--- src/cbitc_pkg.sv ---
package cbitc_pkg;

    // ****************************************
    // timing
    // ****************************************
    localparam int CLK_PERIOD_PS = 8000;
    localparam int RESP_MIN_NS = 140;
    localparam int RESP_MAX_NS = 280;
    localparam int EXT_SAMPLE_NS = 28;
    localparam int RESP_MIN_CYC = (RESP_MIN_NS * 1000 + CLK_PERIOD_PS - 1) / CLK_PERIOD_PS;
    localparam int RESP_MAX_CYC = (RESP_MAX_NS * 1000) / CLK_PERIOD_PS;
    localparam int EXT_SAMPLE_CYC = (EXT_SAMPLE_NS * 1000) / CLK_PERIOD_PS;

    // ****************************************
    // register offsets
    // ****************************************
    localparam logic [7:0] A_PSW = 8'h00;
    localparam logic [7:0] A_CP = 8'h01;
    localparam logic [7:0] A_TFR = 8'h02;
    localparam logic [7:0] A_STAT = 8'h03;
    localparam logic [7:0] A_SRC = 8'h10;
    localparam logic [7:0] A_PCTL = 8'h20;
    localparam logic [7:0] A_PSRC = 8'h28;
    localparam logic [7:0] A_PDST = 8'h30;

    // ****************************************
    // field positions
    // ****************************************
    localparam int C_REQ = 7;
    localparam int C_EN = 6;
    localparam int P_ILVL = 12;
    localparam int P_TRAP = 9;
    localparam int K_BYTE = 8;
    localparam int K_INCD = 9;
    localparam int K_INCS = 10;
    localparam int K_CONT = 11;
    localparam int OP_LONG_BIT = 0;
    localparam int T_MISALIGN = 0;
    localparam int T_STK_UNF = 1;
    localparam int T_STK_OVF = 2;
    localparam int T_HWERR = 3;

    // ****************************************
    // reset values and codes
    // ****************************************
    localparam logic [15:0] PSW_RST = 16'h0000;
    localparam logic [15:0] CP_RST = 16'h0000;
    localparam logic [7:0] CTRL_RST = 8'h00;
    localparam logic [11:0] PCTL_RST = 12'h000;
    localparam logic [15:0] PTR_RST = 16'h0000;
    localparam logic [3:0] PEC_LVL_MIN = 4'hE;
    localparam logic [7:0] VEC_TRAP_BASE = 8'h00;
    localparam logic [7:0] VEC_INT_BASE = 8'h10;

    typedef enum logic [2:0] {ST_IDLE, ST_SAVE_PSW, ST_SAVE_IP, ST_WAIT, ST_RET_IP, ST_RET_PSW} cbitc_state_t;
    typedef enum logic [1:0] {BOP_AND, BOP_OR, BOP_XOR, BOP_MOV} cbitc_bop_t;

endpackage

--- src/cbitc_core.sv ---
module cbitc_core #(
    parameter int SRC_N = 16,
    parameter int EXT_N = 4,
    parameter int PEC_N = 8,
    parameter int STK_DEPTH = 32
) (
    // clock and reset
    input wire logic clk,
    input wire logic nrst,
    // register port
    input wire logic [7:0] reg_addr,
    input wire logic [15:0] reg_wdata,
    input wire logic reg_wr,
    input wire logic reg_rd,
    output logic [15:0] reg_rdata,
    // request sources
    input wire logic [SRC_N-1:0] src_req,
    input wire logic [EXT_N-1:0] ext_irq_pin,
    input wire logic hw_err,
    // cpu service
    input wire logic [15:0] cpu_ip,
    input wire logic md_busy,
    input wire logic reti_req,
    input wire logic ret_call,
    output logic int_take,
    output logic [7:0] int_vector,
    output logic int_is_trap,
    output logic md_abort,
    output logic ret_valid,
    output logic [15:0] ret_ip,
    // event transfer
    output logic pec_go,
    output logic [15:0] pec_src,
    output logic [15:0] pec_dst,
    output logic pec_byte,
    // branch unit
    input wire logic br_valid,
    input wire logic br_taken,
    input wire logic br_call,
    input wire logic [15:0] br_offset,
    output logic [15:0] br_target,
    output logic br_stall,
    // fetch
    input wire logic fetch_valid,
    input wire logic [15:0] fetch_addr,
    input wire logic [15:0] instr_word,
    output logic instr_two_words,
    // shifter
    input wire logic [15:0] sh_in,
    input wire logic [3:0] sh_cnt,
    input wire logic sh_left,
    input wire logic sh_arith,
    output logic [15:0] sh_out,
    // bit and bit-field
    input wire logic [15:0] bit_wa,
    input wire logic [3:0] bit_pa,
    input wire logic [15:0] bit_wb,
    input wire logic [3:0] bit_pb,
    input wire logic [1:0] bit_op,
    output logic bit_res,
    output logic [15:0] bit_word,
    input wire logic [15:0] bf_data,
    input wire logic [15:0] bf_mask,
    input wire logic [15:0] bf_val,
    output logic [15:0] bf_out,
    // register bank
    output logic [15:0] gpr_base
);

    localparam int SPW = $clog2(STK_DEPTH) + 1;

    if (SRC_N < 2 || SRC_N > 16 || EXT_N < 1 || EXT_N >= SRC_N || PEC_N != 8 || STK_DEPTH < 4 ||
        STK_DEPTH > 64 || (STK_DEPTH & (STK_DEPTH - 1)) != 0 || cbitc_pkg::RESP_MIN_CYC < 4 ||
        cbitc_pkg::RESP_MIN_CYC > cbitc_pkg::RESP_MAX_CYC || cbitc_pkg::EXT_SAMPLE_CYC < 1) begin : g_bad
        $error("cbitc_core: unsupported parameters");
    end

    // ****************************************
    // state
    // ****************************************
    cbitc_pkg::cbitc_state_t st_r, st_nxt;
    logic [15:0] psw_r, psw_nxt, cp_r, ip_r;
    logic [3:0] tfr_r, tpend_r;
    logic [7:0] ctrl_r [SRC_N];
    logic [7:0] ctrl_nxt [SRC_N];
    logic [11:0] pctl_r [PEC_N];
    logic [15:0] psrc_r [PEC_N];
    logic [15:0] pdst_r [PEC_N];
    logic [15:0] stk_mem [STK_DEPTH];
    logic [SPW-1:0] sp_r;
    logic [5:0] wcnt_r;
    logic [7:0] svc_vec_r;
    logic svc_trap_r;
    logic [3:0] svc_lvl_r;
    logic [2:0] svc_tlvl_r;
    logic [EXT_N-1:0] ext_s1_r, ext_s2_r, ext_s3_r;
    logic jc_valid_r;
    logic [15:0] jc_ip_r;

    // ****************************************
    // external pins: two-stage sync, edge capture
    // ****************************************
    // sampled every cycle, well inside the 28 ns sample interval
    wire [EXT_N-1:0] ext_edge = ext_s2_r & ~ext_s3_r;
    wire [SRC_N-1:0] ext_pad = {{(SRC_N - EXT_N){1'b0}}, ext_edge};

    always_ff @(posedge clk) begin
        if (!nrst) begin
            ext_s1_r <= '0;
            ext_s2_r <= '0;
            ext_s3_r <= '0;
        end else begin
            ext_s1_r <= ext_irq_pin;
            ext_s2_r <= ext_s1_r;
            ext_s3_r <= ext_s2_r;
        end
    end

    // ****************************************
    // arbitration
    // ****************************************
    logic best_hit;
    logic [5:0] best_key;
    logic [3:0] best_idx;
    logic trap_hit;
    logic [1:0] trap_idx;

    always_comb begin
        best_hit = 1'b0;
        best_key = 6'h00;
        best_idx = 4'h0;
        for (int i = 0; i < SRC_N; i++) begin
            if (ctrl_r[i][cbitc_pkg::C_EN] && ctrl_r[i][cbitc_pkg::C_REQ] &&
                (!best_hit || ctrl_r[i][5:0] > best_key)) begin
                best_hit = 1'b1;
                best_key = ctrl_r[i][5:0];
                best_idx = 4'(i);
            end
        end
    end

    always_comb begin
        trap_hit = 1'b0;
        trap_idx = 2'h0;
        for (int j = 0; j < 4; j++) begin
            if (tpend_r[j]) begin
                trap_hit = 1'b1;
                trap_idx = 2'(j);
            end
        end
    end

    wire idle = st_r == cbitc_pkg::ST_IDLE;
    wire ret_any = reti_req | ret_call;
    wire [3:0] best_lvl = best_key[5:2];
    wire [3:0] psw_ilvl = psw_r[cbitc_pkg::P_ILVL +: 4];
    wire [2:0] psw_tlvl = psw_r[cbitc_pkg::P_TRAP +: 3];
    wire [2:0] trap_lvl = {1'b0, trap_idx} + 3'd1;
    wire [2:0] pec_ch = {best_lvl[0], best_key[1:0]};
    wire is_pec = best_lvl >= cbitc_pkg::PEC_LVL_MIN;
    wire pec_live = pctl_r[pec_ch][7:0] != 8'h00 || pctl_r[pec_ch][cbitc_pkg::K_CONT];
    // a trap is refused while an equal or higher trap is in service, while the sequencer is not idle, or while a return is requested
    wire trap_go = idle && !ret_any && trap_hit && trap_lvl > psw_tlvl;
    // strict compare: equal level, any group, never preempts
    wire int_go = idle && !ret_any && !trap_go && best_hit && psw_tlvl == 3'd0 &&
        best_lvl > psw_ilvl;
    wire pec_now = int_go && is_pec && pec_live;
    wire cpu_go = int_go && !(is_pec && pec_live);
    wire ack_src = pec_now | cpu_go;
    wire take_now = st_r == cbitc_pkg::ST_WAIT && wcnt_r == 6'(cbitc_pkg::RESP_MIN_CYC - 1);

    // ****************************************
    // per-source control registers
    // ****************************************
    for (genvar i = 0; i < SRC_N; i++) begin : g_src
        wire [7:0] a_me = cbitc_pkg::A_SRC + 8'(i);
        wire [7:0] base = (reg_wr && reg_addr == a_me) ? reg_wdata[7:0] : ctrl_r[i];
        wire ack_me = ack_src && best_idx == 4'(i);
        // a new request in the acknowledge cycle survives
        wire req = (base[cbitc_pkg::C_REQ] && !ack_me) || src_req[i] || ext_pad[i];
        assign ctrl_nxt[i] = {req, base[cbitc_pkg::C_REQ-1:0]};

        always_ff @(posedge clk) begin
            if (!nrst) begin
                ctrl_r[i] <= cbitc_pkg::CTRL_RST;
            end else begin
                ctrl_r[i] <= ctrl_nxt[i];
            end
        end
    end

    // ****************************************
    // event transfer channels
    // ****************************************
    for (genvar c = 0; c < PEC_N; c++) begin : g_pec
        wire svc = pec_now && pec_ch == 3'(c);
        wire cont = pctl_r[c][cbitc_pkg::K_CONT];
        wire incs = pctl_r[c][cbitc_pkg::K_INCS];
        wire incd = pctl_r[c][cbitc_pkg::K_INCD] && !incs;
        wire [15:0] step = pctl_r[c][cbitc_pkg::K_BYTE] ? 16'h0001 : 16'h0002;
        wire wr_ctl = reg_wr && reg_addr == cbitc_pkg::A_PCTL + 8'(c);
        wire wr_src = reg_wr && reg_addr == cbitc_pkg::A_PSRC + 8'(c);
        wire wr_dst = reg_wr && reg_addr == cbitc_pkg::A_PDST + 8'(c);

        always_ff @(posedge clk) begin
            if (!nrst) begin
                pctl_r[c] <= cbitc_pkg::PCTL_RST;
                psrc_r[c] <= cbitc_pkg::PTR_RST;
                pdst_r[c] <= cbitc_pkg::PTR_RST;
            end else begin
                if (svc && !cont) begin
                    pctl_r[c] <= {pctl_r[c][11:8], pctl_r[c][7:0] - 8'h01};
                end else if (wr_ctl) begin
                    pctl_r[c] <= reg_wdata[11:0];
                end
                if (svc && incs) begin
                    psrc_r[c] <= psrc_r[c] + step;
                end else if (wr_src) begin
                    psrc_r[c] <= reg_wdata;
                end
                if (svc && incd) begin
                    pdst_r[c] <= pdst_r[c] + step;
                end else if (wr_dst) begin
                    pdst_r[c] <= reg_wdata;
                end
            end
        end
    end

    always_ff @(posedge clk) begin
        if (!nrst) begin
            pec_go <= 1'b0;
            pec_src <= 16'h0000;
            pec_dst <= 16'h0000;
            pec_byte <= 1'b0;
        end else begin
            pec_go <= pec_now;
            if (pec_now) begin
                pec_src <= psrc_r[pec_ch];
                pec_dst <= pdst_r[pec_ch];
                pec_byte <= pctl_r[pec_ch][cbitc_pkg::K_BYTE];
            end
        end
    end

    // ****************************************
    // system stack
    // ****************************************
    wire save_psw = st_r == cbitc_pkg::ST_SAVE_PSW;
    wire save_ip = st_r == cbitc_pkg::ST_SAVE_IP;
    wire call_push = idle && !ret_any && br_valid && br_call;
    wire call_pop = idle && ret_call && !reti_req;
    wire push_req = save_psw || save_ip || call_push;
    wire pop_req = st_r == cbitc_pkg::ST_RET_IP || st_r == cbitc_pkg::ST_RET_PSW || call_pop;
    wire [15:0] push_data = save_psw ? psw_r : (save_ip ? ip_r : cpu_ip);
    wire stk_full = sp_r == SPW'(STK_DEPTH);
    wire stk_empty = sp_r == '0;
    wire [SPW-1:0] sp_m1 = sp_r - 1'b1;
    wire [15:0] stk_top = stk_empty ? 16'h0000 : stk_mem[sp_m1[SPW-2:0]];

    always_ff @(posedge clk) begin
        if (push_req && !stk_full) begin
            stk_mem[sp_r[SPW-2:0]] <= push_data;
        end
    end

    always_ff @(posedge clk) begin
        if (!nrst) begin
            sp_r <= '0;
        end else if (push_req && !stk_full) begin
            sp_r <= sp_r + 1'b1;
        end else if (pop_req && !stk_empty) begin
            sp_r <= sp_m1;
        end
    end

    // ****************************************
    // traps
    // ****************************************
    wire [3:0] tev;
    assign tev[cbitc_pkg::T_MISALIGN] = fetch_valid && fetch_addr[0];
    assign tev[cbitc_pkg::T_STK_UNF] = pop_req && stk_empty;
    assign tev[cbitc_pkg::T_STK_OVF] = push_req && stk_full;
    assign tev[cbitc_pkg::T_HWERR] = hw_err;
    wire wr_tfr = reg_wr && reg_addr == cbitc_pkg::A_TFR;
    wire [3:0] tfr_clr = wr_tfr ? reg_wdata[3:0] : 4'h0;
    wire [3:0] tpend_clr = trap_go ? (4'h1 << trap_idx) : 4'h0;

    always_ff @(posedge clk) begin
        if (!nrst) begin
            tfr_r <= 4'h0;
            tpend_r <= 4'h0;
        end else begin
            tfr_r <= (tfr_r & ~tfr_clr) | tev;
            tpend_r <= (tpend_r & ~tpend_clr) | tev;
        end
    end

    // ****************************************
    // service sequencer
    // ****************************************
    always_comb begin
        st_nxt = st_r;
        case (st_r)
            cbitc_pkg::ST_IDLE: begin
                if (reti_req) begin
                    st_nxt = cbitc_pkg::ST_RET_IP;
                end else if (trap_go || cpu_go) begin
                    st_nxt = cbitc_pkg::ST_SAVE_PSW;
                end
            end
            cbitc_pkg::ST_SAVE_PSW: st_nxt = cbitc_pkg::ST_SAVE_IP;
            cbitc_pkg::ST_SAVE_IP: st_nxt = cbitc_pkg::ST_WAIT;
            cbitc_pkg::ST_WAIT: begin
                if (take_now) begin
                    st_nxt = cbitc_pkg::ST_IDLE;
                end
            end
            cbitc_pkg::ST_RET_IP: st_nxt = cbitc_pkg::ST_RET_PSW;
            default: st_nxt = cbitc_pkg::ST_IDLE;
        endcase
    end

    wire wr_psw = reg_wr && reg_addr == cbitc_pkg::A_PSW;
    always_comb begin
        psw_nxt = psw_r;
        if (save_ip) begin
            psw_nxt[cbitc_pkg::P_ILVL +: 4] = svc_lvl_r;
            psw_nxt[cbitc_pkg::P_TRAP +: 3] = svc_tlvl_r;
        end else if (st_r == cbitc_pkg::ST_RET_PSW) begin
            psw_nxt = stk_top;
        end else if (wr_psw) begin
            psw_nxt = reg_wdata;
        end
    end

    always_ff @(posedge clk) begin
        if (!nrst) begin
            st_r <= cbitc_pkg::ST_IDLE;
            psw_r <= cbitc_pkg::PSW_RST;
            wcnt_r <= 6'h00;
        end else begin
            st_r <= st_nxt;
            psw_r <= psw_nxt;
            wcnt_r <= idle ? 6'h00 : wcnt_r + 6'h01;
        end
    end

    always_ff @(posedge clk) begin
        if (!nrst) begin
            ip_r <= 16'h0000;
            svc_vec_r <= 8'h00;
            svc_trap_r <= 1'b0;
            svc_lvl_r <= 4'h0;
            svc_tlvl_r <= 3'h0;
        end else if (trap_go) begin
            ip_r <= cpu_ip;
            svc_vec_r <= cbitc_pkg::VEC_TRAP_BASE + {6'h00, trap_idx};
            svc_trap_r <= 1'b1;
            svc_lvl_r <= psw_ilvl;
            svc_tlvl_r <= trap_lvl;
        end else if (cpu_go) begin
            ip_r <= cpu_ip;
            svc_vec_r <= cbitc_pkg::VEC_INT_BASE + {4'h0, best_idx};
            svc_trap_r <= 1'b0;
            svc_lvl_r <= best_lvl;
            svc_tlvl_r <= psw_tlvl;
        end
    end

    always_ff @(posedge clk) begin
        if (!nrst) begin
            int_take <= 1'b0;
            int_vector <= 8'h00;
            int_is_trap <= 1'b0;
            md_abort <= 1'b0;
            ret_valid <= 1'b0;
            ret_ip <= 16'h0000;
        end else begin
            int_take <= take_now;
            md_abort <= take_now && md_busy;
            ret_valid <= st_r == cbitc_pkg::ST_RET_PSW || call_pop;
            if (take_now) begin
                int_vector <= svc_vec_r;
                int_is_trap <= svc_trap_r;
            end
            if (st_r == cbitc_pkg::ST_RET_IP || call_pop) begin
                ret_ip <= stk_top;
            end
        end
    end

    // ****************************************
    // branch timing and loop cache
    // ****************************************
    wire br_go = br_valid && (br_taken || br_call);
    wire jc_hit = jc_valid_r && jc_ip_r == cpu_ip;

    always_ff @(posedge clk) begin
        if (!nrst) begin
            jc_valid_r <= 1'b0;
            jc_ip_r <= 16'h0000;
            br_target <= 16'h0000;
            br_stall <= 1'b0;
        end else begin
            if (br_valid) begin
                br_target <= cpu_ip + br_offset;
            end
            br_stall <= br_go && !jc_hit;
            if (br_go) begin
                jc_valid_r <= 1'b1;
                jc_ip_r <= cpu_ip;
            end
        end
    end

    // ****************************************
    // datapath helpers
    // ****************************************
    wire bit_a = bit_wa[bit_pa];
    wire bit_b = bit_wb[bit_pb];
    wire bres = bit_op == cbitc_pkg::BOP_AND ? (bit_a & bit_b) :
        bit_op == cbitc_pkg::BOP_OR ? (bit_a | bit_b) :
        bit_op == cbitc_pkg::BOP_XOR ? (bit_a ^ bit_b) : bit_b;
    wire [15:0] bmask = 16'h0001 << bit_pa;
    wire [15:0] sh_ar = $signed(sh_in) >>> sh_cnt;
    wire [15:0] sh_nxt = sh_left ? (sh_in << sh_cnt) : (sh_arith ? sh_ar : (sh_in >> sh_cnt));

    always_ff @(posedge clk) begin
        if (!nrst) begin
            sh_out <= 16'h0000;
            bit_res <= 1'b0;
            bit_word <= 16'h0000;
            bf_out <= 16'h0000;
            instr_two_words <= 1'b0;
        end else begin
            sh_out <= sh_nxt;
            bit_res <= bres;
            bit_word <= (bit_wa & ~bmask) | (bres ? bmask : 16'h0000);
            bf_out <= (bf_data & ~bf_mask) | (bf_val & bf_mask);
            instr_two_words <= instr_word[cbitc_pkg::OP_LONG_BIT];
        end
    end

    // ****************************************
    // register bank and register port
    // ****************************************
    wire wr_cp = reg_wr && reg_addr == cbitc_pkg::A_CP;

    always_ff @(posedge clk) begin
        if (!nrst) begin
            cp_r <= cbitc_pkg::CP_RST;
        end else if (wr_cp) begin
            cp_r <= {reg_wdata[15:1], 1'b0};
        end
    end
    assign gpr_base = cp_r;

    wire src_hit = reg_addr[7:4] == cbitc_pkg::A_SRC[7:4] && {1'b0, reg_addr[3:0]} < 5'(SRC_N);
    wire pctl_hit = reg_addr[7:3] == cbitc_pkg::A_PCTL[7:3];
    wire psrc_hit = reg_addr[7:3] == cbitc_pkg::A_PSRC[7:3];
    wire pdst_hit = reg_addr[7:3] == cbitc_pkg::A_PDST[7:3];
    wire [15:0] stat = {8'(sp_r), 5'h00, st_r};
    wire [15:0] rd_val = reg_addr == cbitc_pkg::A_PSW ? psw_r :
        reg_addr == cbitc_pkg::A_CP ? cp_r :
        reg_addr == cbitc_pkg::A_TFR ? {12'h000, tfr_r} :
        reg_addr == cbitc_pkg::A_STAT ? stat :
        src_hit ? {8'h00, ctrl_r[reg_addr[3:0]]} :
        pctl_hit ? {4'h0, pctl_r[reg_addr[2:0]]} :
        psrc_hit ? psrc_r[reg_addr[2:0]] :
        pdst_hit ? pdst_r[reg_addr[2:0]] : 16'h0000;

    always_ff @(posedge clk) begin
        if (!nrst) begin
            reg_rdata <= 16'h0000;
        end else begin
            reg_rdata <= reg_rd ? rd_val : 16'h0000;
        end
    end

endmodule

--- config.mk ---
export PLATFORM = sky130hd
export DESIGN_NAME = cbitc_core
export DESIGN_NICKNAME = d
export VERILOG_FILES = /design/src/cbitc_pkg.sv /design/src/cbitc_core.sv
export SDC_FILE = /design/constraint.sdc
export NUM_CORES = 2
export LEC_CHECK = 0
export ABC_AREA = 1
export BUFFER_PORTS_ARGS = -buffer_cell sky130_fd_sc_hd__buf_2
export CORE_ASPECT_RATIO = 0.9
export CORE_UTILIZATION = 40
export DETAILED_ROUTE_END_ITERATION = 16
export PLACE_DENSITY = 0.68
export RECOVER_POWER = 100
export SKIP_LAST_GASP = 1
export SLEW_MARGIN = 20
export SYNTH_ARGS = -nofsm -noshare
export SYNTH_HDL_FRONTEND = slang
export SYNTH_SLANG_ARGS = --single-unit
--- constraint.sdc ---
create_clock -name clk -period 22.7 [get_ports clk]
set_clock_uncertainty 0.1 [all_clocks]
set_input_delay 3.405 -clock clk [delete_from_list [all_inputs] [get_ports clk]]
set_output_delay 3.405 -clock clk [all_outputs]
set_load 0.01 [all_outputs]
==> reports/metrics.csv <==
metric,value,unit
outcome,"finished, violations left",
failing checks,"capacitance limit, slew limit",
CTS sink cnt,1246,
FF/Latch Area,33600,um2
Die ar.,177600,um2
CTS HTree Levels,4,
min Tclk post-route,20760,ps
max_cap viols,21,
"flops & latches, synth",1246,
Ports,393,
Setup TNS,0,ps
core region area,174200,um2
CTS Buf Count,141,
cell row count,145,
Avg WL per Cell,24.09,um
max_slew headroom,-152.1,%
"Power, Total",7.306,mW
fmax,48.18,MHz
Worst Path Arrival,21080,ps
layout cells sized above 1,11.85,%
sequential fraction of the synthesis area,47.75,%
highest-delay cell along the critical path,clkbuf_2,
period utilisation layout,91.44,%
CTS root buffer,clkbuf_16,
DRT Pass-1 Iters,9,
"Clk Latency, worst-skew pair",810,ps
Synth Area in Compound Gates,16.65,%
"EDFF count, synth",864,
Final Setup Violations,0,
number of fillers in the final layout,16740,
Leak Pwr,33.24,nW
max-slew violations,724,
Nets,9084,
xor and xnor area share after synthesis,2.577,%
synth unique cells,78,
Switching Share,37.65,%
port bufs,358,
clk slew on worst S/H paths,60,ps
GRT Overall Usage,29.10,%
initial antenna violation count,8,
final setup margin,1943,ps
DR iter-0 viols,9132,
Post-route DRC,0,
die extent in y,399.9,um
mapped cell area,70350,um2
Hold Fails Final Rpt,0,
Least-Margin Pin Slew,3782,ps
largest net degree at the start of global routing,176,
WHS Path Cells,2,
Avg Inst Size Synth,8.502,um2
startpoint types,flop,
GPL Wtd Cong,1.004,
worst-path fanout max,16,
CTS tree,built,
die width,444.1,um
Setup CP Type,reg -> reg,
Required @ worst endpoint,23030,ps
final instance area,80610,um2
Peak VDD IR,0.1001,mV
combinational share of power,30.3,%
most frequent CP cell,nand2_1,
Critical Path Max Stage Delay,460,ps
total grt overflow,0,
CTS Buffer Depth,3,
Post-synth ARST share,0,%
vias in the first global route,60430,
Sequential Power Share,37.5,%
placed cell areas,76120,um2
Post-Syn Instances,8275,
Post-Synth Adder-Cell Area,3.098,%
CP Capture Type,flop,
Post-Route WL,267100,um
Final Core Density,46.28,%
Detailed Place HPWL,185700,um
worst reg2reg setup slack,1940,ps
most used flip-flop cell after synthesis,edfxtp_1,
Yosys Warn Count,0,
first-pass GRT wire length,388400,um
most frequent cells in the layout,"nand2_1, inv_1, edfxtp_1, o21ai_0, a21oi_1",
"commonest non-fill, non-tap cell in the layout",nand2_1,
Multi-input gate area,31150,um2
worst min-delay path category,reg -> reg,
vias per inst,5.909,
starting density of the core,40.39,%
Synth Area in Simple Gates,21.42,%
PD cells,90.64,nW/um2
DRT antenna net count,0,
via count,65530,
Clk pwr share,32.2,%
Power Internal,4.555,mW
largest family of logic cells by synthesized area,simple AND/OR/NAND/NOR gates,
pre-CTS WS,922.7,ps
Area growth syn-to-layout,14.57,%
NetSw,2.750,mW
mux cell area share after synthesis,0.1138,%
Reg2Reg Depth,161,
-- cell families after synthesis --
logic type	count (synthesis)
other	1
buffers and inverters	1385
AND/OR/NAND/NOR	3299
XOR/XNOR	207
adder cells (fa/ha/maj)	164
AO/OA/AOI/OAI	1965
multiplexers	8
flip-flops	1246
-- metrics by stage --
step                hold slack [ps]  instances
finish                        318.5      11090
global route                  342.2      11090
CTS                           319.9      11080
detailed placement            305.6      10820
global placement              300.7      10820
floorplan                     290.5       8278
-- worst paths after layout --
kind,start,to
max reg2reg,ctrl_r[0][7],psrc_r[4][11]
max,ctrl_r[0][7],psrc_r[4][11]
min,ext_s1_r[0],ext_s2_r[0]
min reg2reg,ext_s1_r[0],ext_s2_r[0]
-- sequential cells by signal, indices dropped and copies added (netlist names), 6 cells and up --
name	cells
ip_r	16
br_target	16
psw_r	16
pec_dst	16
ret_ip	16
pctl_r	96
bf_out	16
sh_out	16
reg_rdata	16
pdst_r	128
psrc_r	128
sp_r	6
pec_src	16
bit_word	16
gpr_base	15
ctrl_r	128
wcnt_r	6
stk_mem	512
jc_ip_r	16
-- area by class of cell --
class | instances | area share [%]
antenna | 8 | 0.02484
sequential | 1246 | 41.68
tap | 2278 | 3.536
clock buffer | 205 | 4.993
clock inverter | 54 | 0.9251
multi-input combinational | 5649 | 38.64
inverter | 909 | 4.289
timing repair buffer | 741 | 5.909
-- layer usage --
layer | wire length (um) | up-vias | track usage [%]
met2 | 113300 | 4277 | 43.58
met4 | 15410 | 4 | 15.33
met3 | 32850 | 667 | 6.694
met5 | 197 | - | 0.7264
li1 | - | 29650 | -
met1 | 105300 | 30940 | 39.10
-- repair_timing --
action | CTS | global route
hold buffers | 0 | 0
gates resized for setup | 0 | 48
setup endpoints to repair | 0 | 784
setup buffers | 0 | 5
-- worst max-delay path, delay by kind of cell (launching register included) --
family / cells / cell delay [ps]
buf+inv: 15 / 1950
simple gates: 98 / 8950
flops: 1 / 360
compound gates: 32 / 4520
fa+ha+maj: 16 / 4470
-- cell usage after synthesis, types with 47 or more instances --
master       n  area, um2
o221ai_1    48      420.4
inv_1      879       3299
o21ai_0    652       3263
nand2_1   1752       6576
ha_1       147       1839
buf_1       65      244.0
xor2_1     173       1515
nand4_1    302       1889
o22ai_1    235       1470
edfxtp_1   864      25940
dfxtp_1    382       7647
a21oi_1    556       2783
nand3_1    283       1416
nand2_2    105      656.9
nor2_1     556       2087
nor2_2      47      294.0
a221oi_1    84      735.7
o211ai_1    62      465.5
clkbuf_1   312       1171
a32o_1      60      600.6
a31oi_1     84      525.5
nor3_1      93      465.5
-- power by group through the flow --
stage / clock network, mW / registers (mW) / logic, mW
detailed placement: 0 / 2.77 / 2.17
floorplan: 0 / 2.73 / 1.31
global route: 2.46 / 2.75 / 2.34
CTS: 2.37 / 2.72 / 2.18
global placement: 0 / 2.77 / 2.14
finish: 2.35 / 2.74 / 2.22
Power figures use the tool's default switching activity.
